$ cat src/verilog/ast_consts.svh
// Constants of the scan trigger control block
// Behaviour
// - A level trigger (select code 00010) starts no burst scans in debug.
// - With the turbo link enable set a trigger starts no conversion; a fault shows.
// - A software or edge trigger during a running scan restarts the list at the start.
// - A restarted list sets the end-of-scan ready status when it completes, beside the restart flag.
// - Analog input twenty six is never sampled, even when selected.
`ifndef AST_CONSTS_SVH
`define AST_CONSTS_SVH
// ----------------------------------------------------------------
// Register offsets
// ----------------------------------------------------------------
`define AST_REG_CTRL    8'h00
`define AST_REG_SCAN    8'h04
`define AST_REG_SAMPLE_TIME_COUNT    8'h08
`define AST_REG_STAT    8'h0c
`define AST_REG_DATA    8'h10
`define AST_REG_TRIG    8'h14
// ----------------------------------------------------------------
// Fields and codes
// ----------------------------------------------------------------
`define AST_CTRL_TURBO  1
`define AST_CTRL_TSEL   6:2
`define AST_TSEL_SW     5'h01
`define AST_TSEL_LEVEL  5'h02
`define AST_TSEL_EDGE   5'h03
`define AST_BAD_CH      26
`define AST_ST_EOS      0
`define AST_ST_RESTART  1
`define AST_ST_TURBO    2
`define AST_SAMPLE_TIME_COUNT_RST    8'h04
// ----------------------------------------------------------------
// Timing
// ----------------------------------------------------------------
`define AST_CLK_NS      25
`define AST_TAD_NS      100
`define AST_TAD_CYC     ((`AST_TAD_NS + `AST_CLK_NS - 1) / `AST_CLK_NS)
`define AST_CONV_TAD    8'h0d
`endif

$ cat src/verilog/ast_pkg.sv
// Types of the scan trigger control block
package ast_pkg;
   typedef enum logic [1:0] {ST_IDLE, ST_SAMPLE, ST_CONV} ast_state_t;
   typedef struct packed {
      logic [4:0]  ch;
      logic [11:0] code;
   } ast_result_t;
endpackage

$ cat src/verilog/ast_scan_trigger.sv
// Scan trigger control with its result FIFO
//
// Chosen here: the register addresses and the address-and-strobe port.
`timescale 1ns/10ps
`default_nettype none
`include "ast_consts.svh"

module ast_fifo #(
   parameter int W = 17,
   parameter int D = 32
) (
   input  wire logic         i_clock,
   input  wire logic         i_rst_b,
   input  wire logic         i_valid,
   output logic              o_ready,
   input  wire logic [W-1:0] i_data,
   output logic              o_valid,
   input  wire logic         i_ready,
   output logic [W-1:0]      o_data
);
   localparam int AW = $clog2(D);
   logic [W-1:0] mem [D];
   logic [AW:0]  wp_r;
   logic [AW:0]  wp_nxt;
   logic [AW:0]  rp_r;
   logic [AW:0]  rp_nxt;
   logic         push;
   logic         pop;

   assign o_ready = !((wp_r[AW] != rp_r[AW]) &&
                      (wp_r[AW-1:0] == rp_r[AW-1:0]));
   assign o_valid = (wp_r != rp_r);
   assign o_data  = mem[rp_r[AW-1:0]];
   assign push    = i_valid && o_ready;
   assign pop     = o_valid && i_ready;

   always_comb
   begin
      wp_nxt = wp_r + (AW+1)'(push);
      rp_nxt = rp_r + (AW+1)'(pop);
   end

   always_ff @(posedge i_clock)
   begin
      if (!i_rst_b)
      begin
         wp_r <= '0;
         rp_r <= '0;
      end
      else
      begin
         wp_r <= wp_nxt;
         rp_r <= rp_nxt;
      end
      if (push)
         mem[wp_r[AW-1:0]] <= i_data;
   end
endmodule

module ast_scan_trigger (
   input  wire logic        i_clock,
   input  wire logic        i_rst_b,
   input  wire logic [7:0]  i_addr,
   input  wire logic [31:0] i_wdata,
   input  wire logic        i_wr,
   input  wire logic        i_rd,
   output logic [31:0]      o_rdata,
   input  wire logic        i_trig_pin,
   input  wire logic        i_debug_mode,
   input  wire logic [11:0] i_conv_code,
   output logic [4:0]       o_chan_sel,
   output logic             o_sampling,
   output logic             o_converting
);
   // ----------------------------------------------------------------
   // Declarations
   // ----------------------------------------------------------------
   localparam logic [2:0] TAD_LAST = 3'(`AST_TAD_CYC - 1);
   ast_pkg::ast_state_t  state_r;
   ast_pkg::ast_state_t  state_nxt;
   ast_pkg::ast_result_t res;
   ast_pkg::ast_result_t head;
   logic [31:0] ctrl_r;
   logic [31:0] ctrl_nxt;
   logic [31:0] scan_r;
   logic [31:0] scan_nxt;
   logic [7:0]  sample_time_count_r;
   logic [7:0]  sample_time_count_nxt;
   logic [2:0]  stat_r;
   logic [2:0]  stat_nxt;
   logic [31:0] rdata_nxt;
   logic [4:0]  ch_r;
   logic [4:0]  ch_nxt;
   logic [7:0]  cnt_r;
   logic [7:0]  cnt_nxt;
   logic [2:0]  div_r;
   logic [2:0]  div_nxt;
   logic [2:0]  pin_r;
   logic        tad_tick;
   logic        trig;
   logic        push;
   logic        f_ready;
   logic        f_valid;
   logic        pop;
   logic [31:0] mask;
   logic [5:0]  first;
   logic [5:0]  next;
   logic [4:0]  tsel;
   logic        set_eos;
   logic        set_rst;
   logic        set_turbo;

   // Lowest selected channel at or above a start index
   function automatic logic [5:0] find_ch(input logic [31:0] m,
                                          input logic [5:0]  from);
      logic [5:0] r;
      r = '0;
      for (int i = 31; i >= 0; i--)
         if (m[i] && (6'(i) >= from))
            r = {1'b1, 5'(i)};
      return r;
   endfunction

   // ----------------------------------------------------------------
   // Pin synchroniser and converter clock divider
   // ----------------------------------------------------------------
   always_comb
   begin
      div_nxt = (div_r == TAD_LAST) ? 3'h0 : div_r + 3'h1;
   end

   always_ff @(posedge i_clock)
   begin
      if (!i_rst_b)
      begin
         div_r <= 3'h0;
         pin_r <= 3'h0;
      end
      else
      begin
         div_r <= div_nxt;
         pin_r <= {pin_r[1:0], i_trig_pin};
      end
   end

   assign tad_tick = (div_r == TAD_LAST);

   // ----------------------------------------------------------------
   // Trigger qualification
   // ----------------------------------------------------------------
   assign tsel  = ctrl_r[`AST_CTRL_TSEL];
   assign mask  = scan_r & ~(32'h1 << `AST_BAD_CH);
   assign first = find_ch(mask, 6'h00);
   assign next  = find_ch(mask, {1'b0, ch_r} + 6'h01);

   always_comb
   begin
      trig = 1'b0;
      if (tsel == `AST_TSEL_SW)
         trig = i_wr && (i_addr == `AST_REG_TRIG);
      else if (tsel == `AST_TSEL_EDGE)
         trig = pin_r[1] && !pin_r[2];
      else if (tsel == `AST_TSEL_LEVEL)
         trig = pin_r[1] && !i_debug_mode &&
                (state_r == ast_pkg::ST_IDLE);
   end

   // ----------------------------------------------------------------
   // Scan sequencer
   // ----------------------------------------------------------------
   always_comb
   begin
      state_nxt = state_r;
      ch_nxt    = ch_r;
      cnt_nxt   = cnt_r;
      push      = 1'b0;
      set_eos   = 1'b0;
      set_rst   = 1'b0;
      set_turbo = 1'b0;
      if (trig && ctrl_r[`AST_CTRL_TURBO])
         set_turbo = 1'b1;
      else if (trig && first[5])
      begin
         set_rst   = (state_r != ast_pkg::ST_IDLE);
         state_nxt = ast_pkg::ST_SAMPLE;
         ch_nxt    = first[4:0];
         cnt_nxt   = 8'h00;
      end
      else if (tad_tick)
      begin
         case (state_r)
            ast_pkg::ST_SAMPLE:
            begin
               cnt_nxt = cnt_r + 8'h01;
               if ({1'b0, cnt_r} + 9'h001 >= {1'b0, sample_time_count_r})
               begin
                  state_nxt = ast_pkg::ST_CONV;
                  cnt_nxt   = 8'h00;
               end
            end
            ast_pkg::ST_CONV:
            begin
               if (cnt_r + 8'h01 < `AST_CONV_TAD)
                  cnt_nxt = cnt_r + 8'h01;
               else if (f_ready)
               begin
                  push    = 1'b1;
                  cnt_nxt = 8'h00;
                  if (next[5])
                  begin
                     state_nxt = ast_pkg::ST_SAMPLE;
                     ch_nxt    = next[4:0];
                  end
                  else
                  begin
                     state_nxt = ast_pkg::ST_IDLE;
                     set_eos   = 1'b1;
                  end
               end
            end
            default:
               cnt_nxt = 8'h00;
         endcase
      end
   end

   always_ff @(posedge i_clock)
   begin
      if (!i_rst_b)
      begin
         state_r <= ast_pkg::ST_IDLE;
         ch_r    <= 5'h00;
         cnt_r   <= 8'h00;
      end
      else
      begin
         state_r <= state_nxt;
         ch_r    <= ch_nxt;
         cnt_r   <= cnt_nxt;
      end
   end

   assign o_chan_sel   = ch_r;
   assign o_sampling   = (state_r == ast_pkg::ST_SAMPLE);
   assign o_converting = (state_r == ast_pkg::ST_CONV);

   // ----------------------------------------------------------------
   // Result FIFO
   // ----------------------------------------------------------------
   assign res.ch   = ch_r;
   assign res.code = i_conv_code;
   assign pop      = i_rd && (i_addr == `AST_REG_DATA);

   ast_fifo #(
      .W (17),
      .D (32)
   ) u_fifo (
      .i_clock (i_clock),
      .i_rst_b (i_rst_b),
      .i_valid (push),
      .o_ready (f_ready),
      .i_data  (res),
      .o_valid (f_valid),
      .i_ready (pop),
      .o_data  (head)
   );

   // ----------------------------------------------------------------
   // Registers
   // ----------------------------------------------------------------
   always_comb
   begin
      ctrl_nxt = ctrl_r;
      scan_nxt = scan_r;
      sample_time_count_nxt = sample_time_count_r;
      stat_nxt = stat_r;
      if (i_wr && (i_addr == `AST_REG_CTRL))
         ctrl_nxt = {25'h0, i_wdata[6:0]};
      else if (i_wr && (i_addr == `AST_REG_SCAN))
         scan_nxt = i_wdata;
      else if (i_wr && (i_addr == `AST_REG_SAMPLE_TIME_COUNT))
         sample_time_count_nxt = i_wdata[7:0];
      else if (i_wr && (i_addr == `AST_REG_STAT))
         stat_nxt = stat_r & ~i_wdata[2:0];
      stat_nxt[`AST_ST_EOS]     = stat_nxt[`AST_ST_EOS] | set_eos;
      stat_nxt[`AST_ST_RESTART] = stat_nxt[`AST_ST_RESTART] | set_rst;
      stat_nxt[`AST_ST_TURBO]   = stat_nxt[`AST_ST_TURBO] | set_turbo;
      rdata_nxt = 32'h0;
      if (!i_rd)
         rdata_nxt = 32'h0;
      else if (i_addr == `AST_REG_CTRL)
         rdata_nxt = ctrl_r;
      else if (i_addr == `AST_REG_SCAN)
         rdata_nxt = scan_r;
      else if (i_addr == `AST_REG_SAMPLE_TIME_COUNT)
         rdata_nxt = {24'h0, sample_time_count_r};
      else if (i_addr == `AST_REG_STAT)
         rdata_nxt = {26'h0, f_valid, (state_r != ast_pkg::ST_IDLE),
                      !f_ready, stat_r};
      else if (i_addr == `AST_REG_DATA)
         rdata_nxt = f_valid ? {1'b1, 14'h0, head} : 32'h0;
   end

   always_ff @(posedge i_clock)
   begin
      if (!i_rst_b)
      begin
         ctrl_r  <= 32'h0;
         scan_r  <= 32'h0;
         sample_time_count_r  <= `AST_SAMPLE_TIME_COUNT_RST;
         stat_r  <= 3'h0;
         o_rdata <= 32'h0;
      end
      else
      begin
         ctrl_r  <= ctrl_nxt;
         scan_r  <= scan_nxt;
         sample_time_count_r  <= sample_time_count_nxt;
         stat_r  <= stat_nxt;
         o_rdata <= rdata_nxt;
      end
   end
endmodule
`default_nettype wire

$ cat config.mk
export PLATFORM = sky130hd
export DESIGN_NAME = ast_scan_trigger
export DESIGN_NICKNAME = d
export VERILOG_FILES = /design/src/verilog/ast_pkg.sv /design/src/verilog/ast_scan_trigger.sv
export VERILOG_INCLUDE_DIRS = /design/src /design/src/verilog
export SDC_FILE = /design/constraint.sdc
export NUM_CORES = 1
export LEC_CHECK = 0
export ABC_AREA = 0
export BUFFER_PORTS_ARGS = -buffer_cell sky130_fd_sc_hd__buf_2
export CELL_PAD_IN_SITES_DETAIL_PLACEMENT = 1
export CELL_PAD_IN_SITES_GLOBAL_PLACEMENT = 2
export CORE_MARGIN = 2
export CORE_UTILIZATION = 30
export DETAILED_ROUTE_END_ITERATION = 16
export PLACE_DENSITY_LB_ADDON = 0.15
export SYNTH_ARGS = -nofsm -noshare
export SYNTH_HDL_FRONTEND = slang
export SYNTH_HIERARCHICAL = 1
export SYNTH_SLANG_ARGS = --single-unit
export TNS_END_PERCENT = 100
$ cat constraint.sdc
create_clock -name i_clock -period 5.2 [get_ports i_clock]
set_input_delay 1.04 -clock i_clock [delete_from_list [all_inputs] [get_ports i_clock]]
set_output_delay 1.04 -clock i_clock [all_outputs]
set_load 0.02 [all_outputs]
# ---- Word level (Yosys, flattened, before mapping)
# Memories as Yosys holds them, arrays and structs flattened. A register that Yosys moved wholly into a read port is not among the register bits.
# Cells that the tools add are included.
# W data, S select, Z words.
dict set report totals {
  ramBits 544
  register_bits 115
  memories 1
  out_inout_bits 39
}
# name depth width rd rd_ports_with_merged_regs write_ports line_no
set memory_table {}
lappend memory_table {u_fifo.mem 32 17 1 1 1 ast_scan_trigger.sv:22} ;# logic [W-1:0] mem [D];
dict set report op_classes {
  eq_ne 20
  muxes 113
  add_sub_neg 6
  n_lt_le_gt_ge 33
  reduce_logical 63
  n_bitwise 10
}
# op count
set op_table {}
lappend op_table {{$mux W6} 62}
lappend op_table {{$mux W32} 5}
lappend op_table {{$ge A5 B6 Y1 const A} 15}
lappend op_table {{$ge A4 B6 Y1 const A} 8}
lappend op_table {{$logic_and A1 B1 Y1} 45}
lappend op_table {{$mux W8} 5}
lappend op_table {{$mux W5} 7}
lappend op_table {{$ge A3 B6 Y1 const A} 4}
lappend op_table {{$mux W1} 22}
lappend op_table {{$eq A8 B4 Y1 const B} 2}
lappend op_table {{$eq A8 B5 Y1 const B} 2}
lappend op_table {{$pmux W8 S2} 1}
lappend op_table {{$add A6 B1 Y6} 2}
lappend op_table {{$ge A1 B6 Y1 const A} 2}
lappend op_table {{$ge A2 B6 Y1 const A} 2}
lappend op_table {{$mux W3} 4}
lappend op_table {{$reduce_and A6 Y1} 2}
lappend op_table {{$eq A5 B2 Y1 const B} 2}
lappend op_table {{$mux W2} 5}
lappend op_table {{$add A8 B1 Y9 const B} 1}
lappend op_table {{$ge A9 B8 Y1} 1}
lappend op_table {{$add A8 B1 Y8 const B} 1}
lappend op_table {{$eq A8 B3 Y1 const B} 1}
lappend op_table {{$logic_not A8 Y1} 1}
lappend op_table {{other kinds (27)} 43}

# ---- Longest topological paths before layout
# Gate-level depths: netlist (run 1).
dict set report logic_depth {
  ltp_word 42
  mapped_depth 14
  depth_no_buf 13
}

# ---- Cells and area by module
# Netlist (run 1), hierarchy kept.
# mod cells_per_inst n_inst area_per_inst_um2
set modules_own_cells {}
lappend modules_own_cells {ast_fifo 1011 1 21521.9}
lappend modules_own_cells {ast_scan_trigger 805 1 6167.2}

# ---- Worst setup path before layout (run 1)
# OpenSTA, ideal clock, no wires.
dict set report synth_path {
  kind {input -> register}
  start {in i_addr[2]}
  end {mem u_fifo.mem[6][0], enable pin}
  t_required_ns 4.809
  arrival_ns 3.534
  path_buffers 1
  slack_ns 1.276
  cell_stages 9
  setup_ns 0.391
  cell_sequence {nor3b_1 a41oi_1 a211oi_1 and2_1 clkbuf_1 nor3_1 nor2b_1 nand3_1 nor2_1}
}
dict set report synth_via {
  elab_chain_cells 9
  word_cells_on_any_way 10
}
# item line_no
set synth_rtl {}
lappend synth_rtl {{start, declared} ast_scan_trigger.sv:63} ;# input wire logic [7:0] i_addr,
lappend synth_rtl {{$eq A8 B5 Y1 (no source line) *} -}
lappend synth_rtl {{$logic_and A1 B1 Y1 *} ast_scan_trigger.sv:160} ;# trig = i_wr && (i_addr == `AST_REG_TRIG);
lappend synth_rtl {{$mux W1 *} ast_scan_trigger.sv:159} ;# if (tsel == `AST_TSEL_SW)
lappend synth_rtl {{$logic_and A1 B1 Y1} ast_scan_trigger.sv:182} ;# else if (trig && first[5])
lappend synth_rtl {{$mux W1} ast_scan_trigger.sv:182}
lappend synth_rtl {{$mux W1 *} ast_scan_trigger.sv:180} ;# if (trig && ctrl_r[`AST_CTRL_TURBO])
lappend synth_rtl {{net push} ast_scan_trigger.sv:101} ;# logic push;
lappend synth_rtl {{$logic_and A1 B1 Y1 *} ast_scan_trigger.sv:34} ;# assign push = i_valid && o_ready;
lappend synth_rtl {{$mux W1 *} ast_scan_trigger.sv:55} ;# if (push)
lappend synth_rtl {{$mux W1 (not written as such) *} ast_scan_trigger.sv:56} ;# mem[wp_r[AW-1:0]] <= i_data;
lappend synth_rtl {{end, declared} ast_scan_trigger.sv:22}
# Mark *: on every way through the listed nets, which the timed path passes. The rest lies on a longest branch.

# ---- Worst setup path after layout (run 1)
dict set report layout_path {
  start {reg scan_r[16]}
  end {mem u_fifo.mem[26][14], enable pin}
}
dict set report layout_via {
  elab_chain_cells 23
}
# item line_no
set layout_rtl {}
lappend layout_rtl {{start, declared} ast_scan_trigger.sv:85} ;# logic [31:0] scan_r;
lappend layout_rtl {{start signal, assigned} ast_scan_trigger.sv:317} ;# scan_r <= scan_nxt;
lappend layout_rtl {{$mux W6 (17 in a row)} ast_scan_trigger.sv:119} ;# if (m[i] && (6'(i) >= from))
lappend layout_rtl {{$logic_and A1 B1 Y1} ast_scan_trigger.sv:182}
lappend layout_rtl {{$mux W1} ast_scan_trigger.sv:182}
lappend layout_rtl {{$mux W1} ast_scan_trigger.sv:180}
lappend layout_rtl {{net push} ast_scan_trigger.sv:101}
lappend layout_rtl {{$logic_and A1 B1 Y1} ast_scan_trigger.sv:34}
lappend layout_rtl {{$mux W1} ast_scan_trigger.sv:55}
lappend layout_rtl {{$mux W1 (not written as such)} ast_scan_trigger.sv:56}
# The timed path passes the listed nets, and every way through them passes these cells.

==> results of run 1 <==
-- layout make-up --
cell class | count | area, um^2
fill | 9343 | 59200
sequential | 659 | 18700
multi-input combinational | 1010 | 8430
clock buffer | 100 | 2080
tap | 1186 | 1480
timing repair buffer | 176 | 1230
clock inverter | 30 | 343
inverter | 39 | 146
antenna | 1 | 2.50
-- stage by stage --
step / setup slack (ns) / std cells / power [W] / instance area (um^2)
floorplan: 1.28 / 1816 / 0.00583 / 27700
global placement: 1.17 / 3070 / 0.00594 / 29900
detailed placement: 1.07 / 3070 / 0.00595 / 29900
CTS: 1.39 / 3200 / 0.0112 / 32400
global route: 1.17 / 3200 / 0.0114 / 32400
finish: 1.41 / 3201 / 0.0111 / 32400
-- cell usage after synthesis (19+ instances only) --
cell type | instances | area, um^2
a21oi_1 | 121 | 606
inv_1 | 38 | 143
nand2_1 | 139 | 522
nor2_1 | 72 | 270
edfxtp_1 | 544 | 16300
clkbuf_1 | 64 | 240
dfxtp_1 | 115 | 2300
a22oi_1 | 22 | 165
mux2i_1 | 74 | 741
ha_1 | 21 | 263
nand3_1 | 44 | 220
a22o_1 | 26 | 228
and2_1 | 39 | 244
o22ai_1 | 19 | 119
nor2b_1 | 21 | 131
o21ai_0 | 24 | 120
mux4_2 | 100 | 2250
o221ai_1 | 19 | 166
-- registers in the layout (all words and copies together), names as in the netlist --
name and flops:
div_r 3, scan_r 32, pin_r 3, u_fifo/wp_r 6, stat_r 3, state_r 2
o_chan_sel 5, u_fifo/mem 544, cnt_r 8, o_rdata 32, u_fifo/rp_r 6, ctrl_r 7
sample_time_count_r 8
-- critical path, cell delays in order (launching register included) --
cell,delay (ns)
dfxtp_1,0.43
nor4_1,0.54
nand4_1,0.37
or2_2,0.41
and2_1,0.17
nor3_1,0.21
buf_4,0.22
nor2b_1,0.26
nand2_1,0.27
nor2_2,0.29
buf_4,0.27
-- worst max path at each step --
stage | slack (ns) | start | endpoint | depth (start not counted)
finish | 1.41 | scan_r[16] | u_fifo/mem[26][14] | 10
global route | 1.17 | cnt_r[0] | cnt_r[2] | 12
global placement | 1.17 | i_addr[3] | u_fifo/mem[10][11] | 11
floorplan | 1.28 | i_addr[2] | u_fifo/mem[6][0] | 9
CTS | 1.39 | scan_r[21] | u_fifo/mem[10][10] | 10
detailed placement | 1.07 | i_addr[3] | u_fifo/mem[10][11] | 11
-- routing by layer --
metal | up-vias | share of wire | global-route usage
met1 | 8788 | 0.45 | 0.253
met5 | - | 0.00015 | 0
li1 | 7476 | - | -
met2 | 351 | 0.50 | 0.316
met3 | 105 | 0.038 | 0.0286
met4 | 2 | 0.020 | 0.0441
-- cells by family (layout without fill, tap and decap cells) --
kind of cell | Yosys count | count (layout) | share of synthesized area
xor+xnor | 19 | 19 | 0.00601
buf+inv | 147 | 345 | 0.0266
compound gates | 365 | 365 | 0.0976
other cells | 0 | 1 | 0
mux | 178 | 178 | 0.110
flops | 659 | 659 | 0.673
simple gates | 427 | 427 | 0.0775
fa+ha+maj | 21 | 21 | 0.00949
-- power by group through the flow --
stage                     clock, W  combinational (W)  sequential, W
final                      0.00525           0.000138        0.00569
after global routing       0.00560           0.000152        0.00569
after CTS                  0.00541           0.000144        0.00569
after detailed placement         0           0.000145        0.00580
after global placement           0           0.000141        0.00580
after floorplan                  0          0.0000286        0.00580
==> metrics.txt, run 1 <==
worst skew pair latency=about 0.64 ns; number of clock sinks=659; CP startpoint kind=flop; largest net degree at the start of global routing=70; pwr dens=342 mW/mm^2; DRT iter0 DRCs=1321; CTS clk-pin slew, worst paths=~0.060 ns; Core Region=between 0.09 and 0.1 mm^2; routed wire length=88.4 mm; Die ar.=0.0947 mm^2; Final Hold Vio Count=0; Worst Skew=0.0333 ns; Worst R2R Path Depth=10; Syn. warnings=6; final setup fails=0; mean post-synth cell area=15.2 um^2; relative slew slack=0.340; Gate power share=0.012; post-synth cell types=92; synthesized flop and latch total=659; drt drc=0; actual slew at the worst max-slew pin=0.987 ns; Switching Fraction=0.207; CP Data Required Time=5.52 ns; period utilization=0.729; FMAX=about 0.26 GHz; Async S/R FF share, synth=0; share of layout cells above drive strength 1=0.237; Leak=10.6 nW; most common cell after layout, fill and taps aside=edfxtp_1; CP Max Fanout=13; via count=16700; Net Switching=0.00229 W; setup bufs post-CTS=0; reg-to-reg slack, setup=between 1 and 1.5 ns; die height=308 um; reg2reg start=scan_r[16]; GRT Total Usage=0.187; Nets=2042; register share of total power=0.514; Max Slew Vio Count=0; Post-DP HPWL=58.6 mm; Routed Antenna Nets=0; CTS tree=built; DRT Pass-1 Iters=5; Clock Path Buffers=3; VDD IR max=0.000283 V; Via density=between 5 and 6; Critical Path AT=4.11 ns; # IOs=97; Hold Crit Class=reg -> reg; drt wl/cell=27.6 um; Clk pwr share=0.474; Syn Inst Count=1816; initial antenna violation count=4; ys flop type=edfxtp_1; leading cell types in the layout, fill and taps excluded=edfxtp_1 (544), nand2_1 (138), a21oi_1 (121); CTS Hold Bufs=0; Initial Util=0.303; post-CTS resize count=0; Clock Tree Root=clkbuf_16; max-cap violations=0; number of global-route vias before repair=17400; Post-synth EDFFs=544; sequential cell area fraction in the yosys report=0.673; RD Place Congestion=0.792; die width=~310 um; crit path capture type=flop; Final Util=0.354; Port Buffer Count=96; HP Start=div_r[0]; status=complete, no violations; P&R area growth vs syn=16.9%; global-route wire length before repair=128 mm; Netlist Area Pre-Place=0.0277 mm^2; Min-Delay Endpoint=div_r[0]; Min Hold Slack=0.427 ns; Row Count=111; worst r2r dst=u_fifo/mem[26][14]; Period minus WS final=approximately 3.8 ns; Setup Crit Path Kind=reg -> reg; RSZ-0062 raised after global routing=false; Syn Nets=1895; hold path cells=1; Final TNS setup=0 ns; CTS H-tree depth=3; cts bufs inserted=77; Internal=0.00879 W; total grt overflow=0
No activity file was read; power rests on OpenSTA's default activity.
==> run 2, diff against run 1 <==
==> constraint.sdc (replaced) <==
create_clock -name i_clock -period 3.6 [get_ports i_clock]
set_input_delay 0.72 -clock i_clock [delete_from_list [all_inputs] [get_ports i_clock]]
set_output_delay 0.72 -clock i_clock [all_outputs]
set_load 0.02 [all_outputs]
==> run 2 against run 1 <==
- register-to-register slack got worse by 1.2 ns
- cell count rose by 3.5%
- total power rose by 46%
- die area did not move
- fmax rose by 11%
- first-iteration DRC count fell by 16%
- critical path type unchanged
- highest routed layer is now met4
==> metrics.txt, run 2 (synthesis results as in run 1) <==
CP startpoint kind=flop (unchanged); Final Hold Vio Count=0 (unchanged); Routed Antenna Nets=0 (unchanged); period utilization=0.946 (was 0.729); cts bufs inserted=76 (was 77); Clock Tree Root=clkbuf_16 (unchanged); DRT iter0 DRCs=1110 (was 1321); Leak=11.2 nW (was 10.6 nW); setup bufs post-CTS=0 (unchanged); largest net degree at the start of global routing=80 (was 70); worst skew pair latency=0.64 ns (about the same); die width=308 um (unchanged); Period minus WS final=3.41 ns (was 3.79 ns); Max Slew Vio Count=0 (unchanged); CTS H-tree depth=3 (unchanged); Port Buffer Count=96 (unchanged); total grt overflow=0 (unchanged); initial antenna violation count=2 (was 4); share of layout cells above drive strength 1=0.274 (was 0.237); number of global-route vias before repair=18100 (was 17400); actual slew at the worst max-slew pin=1.22 ns (was 0.987 ns); RD Place Congestion=0.849 (was 0.792); Row Count=111 (unchanged); global-route wire length before repair=126 mm (was 128 mm); pwr dens=482 mW/mm^2 (was 342 mW/mm^2); VDD IR max=0.000317 V (was 0.000283 V); most common cell after layout, fill and taps aside=edfxtp_1 (unchanged); routed wire length=86.0 mm (was 88.4 mm); via count=17000 (was 16700); RSZ-0062 raised after global routing=false (unchanged); FMAX=0.293 GHz (was 0.264 GHz); CP Data Required Time=3.94 ns (was 5.52 ns); Clock Path Buffers=3 (unchanged); Min Hold Slack=0.321 ns (was 0.427 ns); placed cells=3168 (was 3070); Post-DP HPWL=57.1 mm (was 58.6 mm); leading cell types in the layout, fill and taps excluded=edfxtp_1 (544), buf_4 (142), nand2_1 (139) (was edfxtp_1 (544), nand2_1 (138), a21oi_1 (121)); Setup Crit Path Kind=reg -> reg (unchanged); max FFs per register=544 (unchanged); GRT Total Usage=0.183 (was 0.187); P&R area growth vs syn=21.0% (was 16.9%); Die ar.=0.0947 mm^2 (unchanged); Critical Path AT=3.75 ns (was 4.11 ns); Nets=2139 (was 2042); crit path capture type=flop (unchanged); CP Max Fanout=17 (was 13); CTS tree=built (unchanged); relative slew slack=0.178 (was 0.340); DRT Pass-1 Iters=5 (unchanged); die height=308 um (unchanged); Worst Skew=0.0364 ns (was 0.0333 ns); final setup fails=0 (unchanged); Non-Filler Instances=3313 (was 3201); Core Region=0.0915 mm^2 (unchanged); drt wl/cell=26.0 um (was 27.6 um); # IOs=97 (unchanged); max-cap violations=0 (unchanged); number of clock sinks=659 (unchanged); status=complete, no violations (unchanged); Via density=5.14 (was 5.22); CTS clk-pin slew, worst paths=0.05 ns (was 0.06 ns); Hold Crit Class=in -> reg (was reg -> reg); Initial Util=0.303 (unchanged); drt drc=0 (unchanged)
==> run 2: critical path: stages (launching register included) <==
cell     delay [ns]
dfxtp_1        0.41
nor4_1         0.32
buf_4          0.19
nand4_1        0.16
or2_2          0.37
and2_1         0.19
nor3_1         0.23
buf_4          0.15
nor2b_1        0.19
buf_4          0.16
nand3_1        0.11
buf_4          0.21
nor2_2         0.21
buf_12         0.21
==> run 2: per-layer routing <==
metal	wire length (um)	global-route usage
met5	0	0
met2	41400	0.301
met1	38900	0.248
met3	3500	0.0271
met4	2200	0.0577
==> run 2: through the flow <==
step / util / setup slack, ns / TNS, ns / power [W] / area [um^2]
finish: 0.366 / 0.193 / 0 / 0.0161 / 33500
global route: 0.366 / 0.000483 / 0 / 0.0167 / 33500
CTS: 0.366 / 0.129 / 0 / 0.0164 / 33500
detailed placement: 0.338 / 0.165 / 0 / 0.00858 / 31000
global placement: 0.338 / 0.0900 / 0 / 0.00857 / 31000
floorplan: - / -0.0849 / -11.99 / 0.00842 / 27700
==> run 2: layout make-up <==
| type | instances | area (um^2) |
|---|---|---|
| Sequential cell | 659 | 18700 |
| Clock buffer | 96 | 2060 |
| Antenna cell | 3 | 7.51 |
| Timing Repair Buffer | 274 | 2270 |
| Fill cell | 9336 | 58000 |
| Multi-Input combinational cell | 1010 | 8430 |
| Clock inverter | 46 | 443 |
| Inverter | 39 | 146 |
| Tap cell | 1186 | 1480 |
==> run 2: final timing paths <==
path | from | to | slack (ns) | cells after the start
worst max-delay path | scan_r[22] | u_fifo/mem[6][1] | 0.19 | 13
worst min-delay path | i_trig_pin | pin_r[0] | 0.32 | 2
worst max register to register | scan_r[22] | u_fifo/mem[6][1] | 0.19 | 13
worst min register to register | div_r[0] | div_r[0] | 0.43 | 1
==> run 2: timing repair <==
action | 4_1_cts | 5_1_grt
endpoints found under the setup margin | 0 | 1
resized for setup | 0 | 1
hold buffers | 0 | 0
endpoints found under the hold margin | 0 | 0
==> run 2: where the power goes <==
part | internal [W] | total (W) | switching [W]
Combinational | 0.0000434 | 0.000190 | 0.000147
Clock | 0.00452 | 0.00774 | 0.00322
Sequential | 0.00821 | 0.00822 | 0.00000250
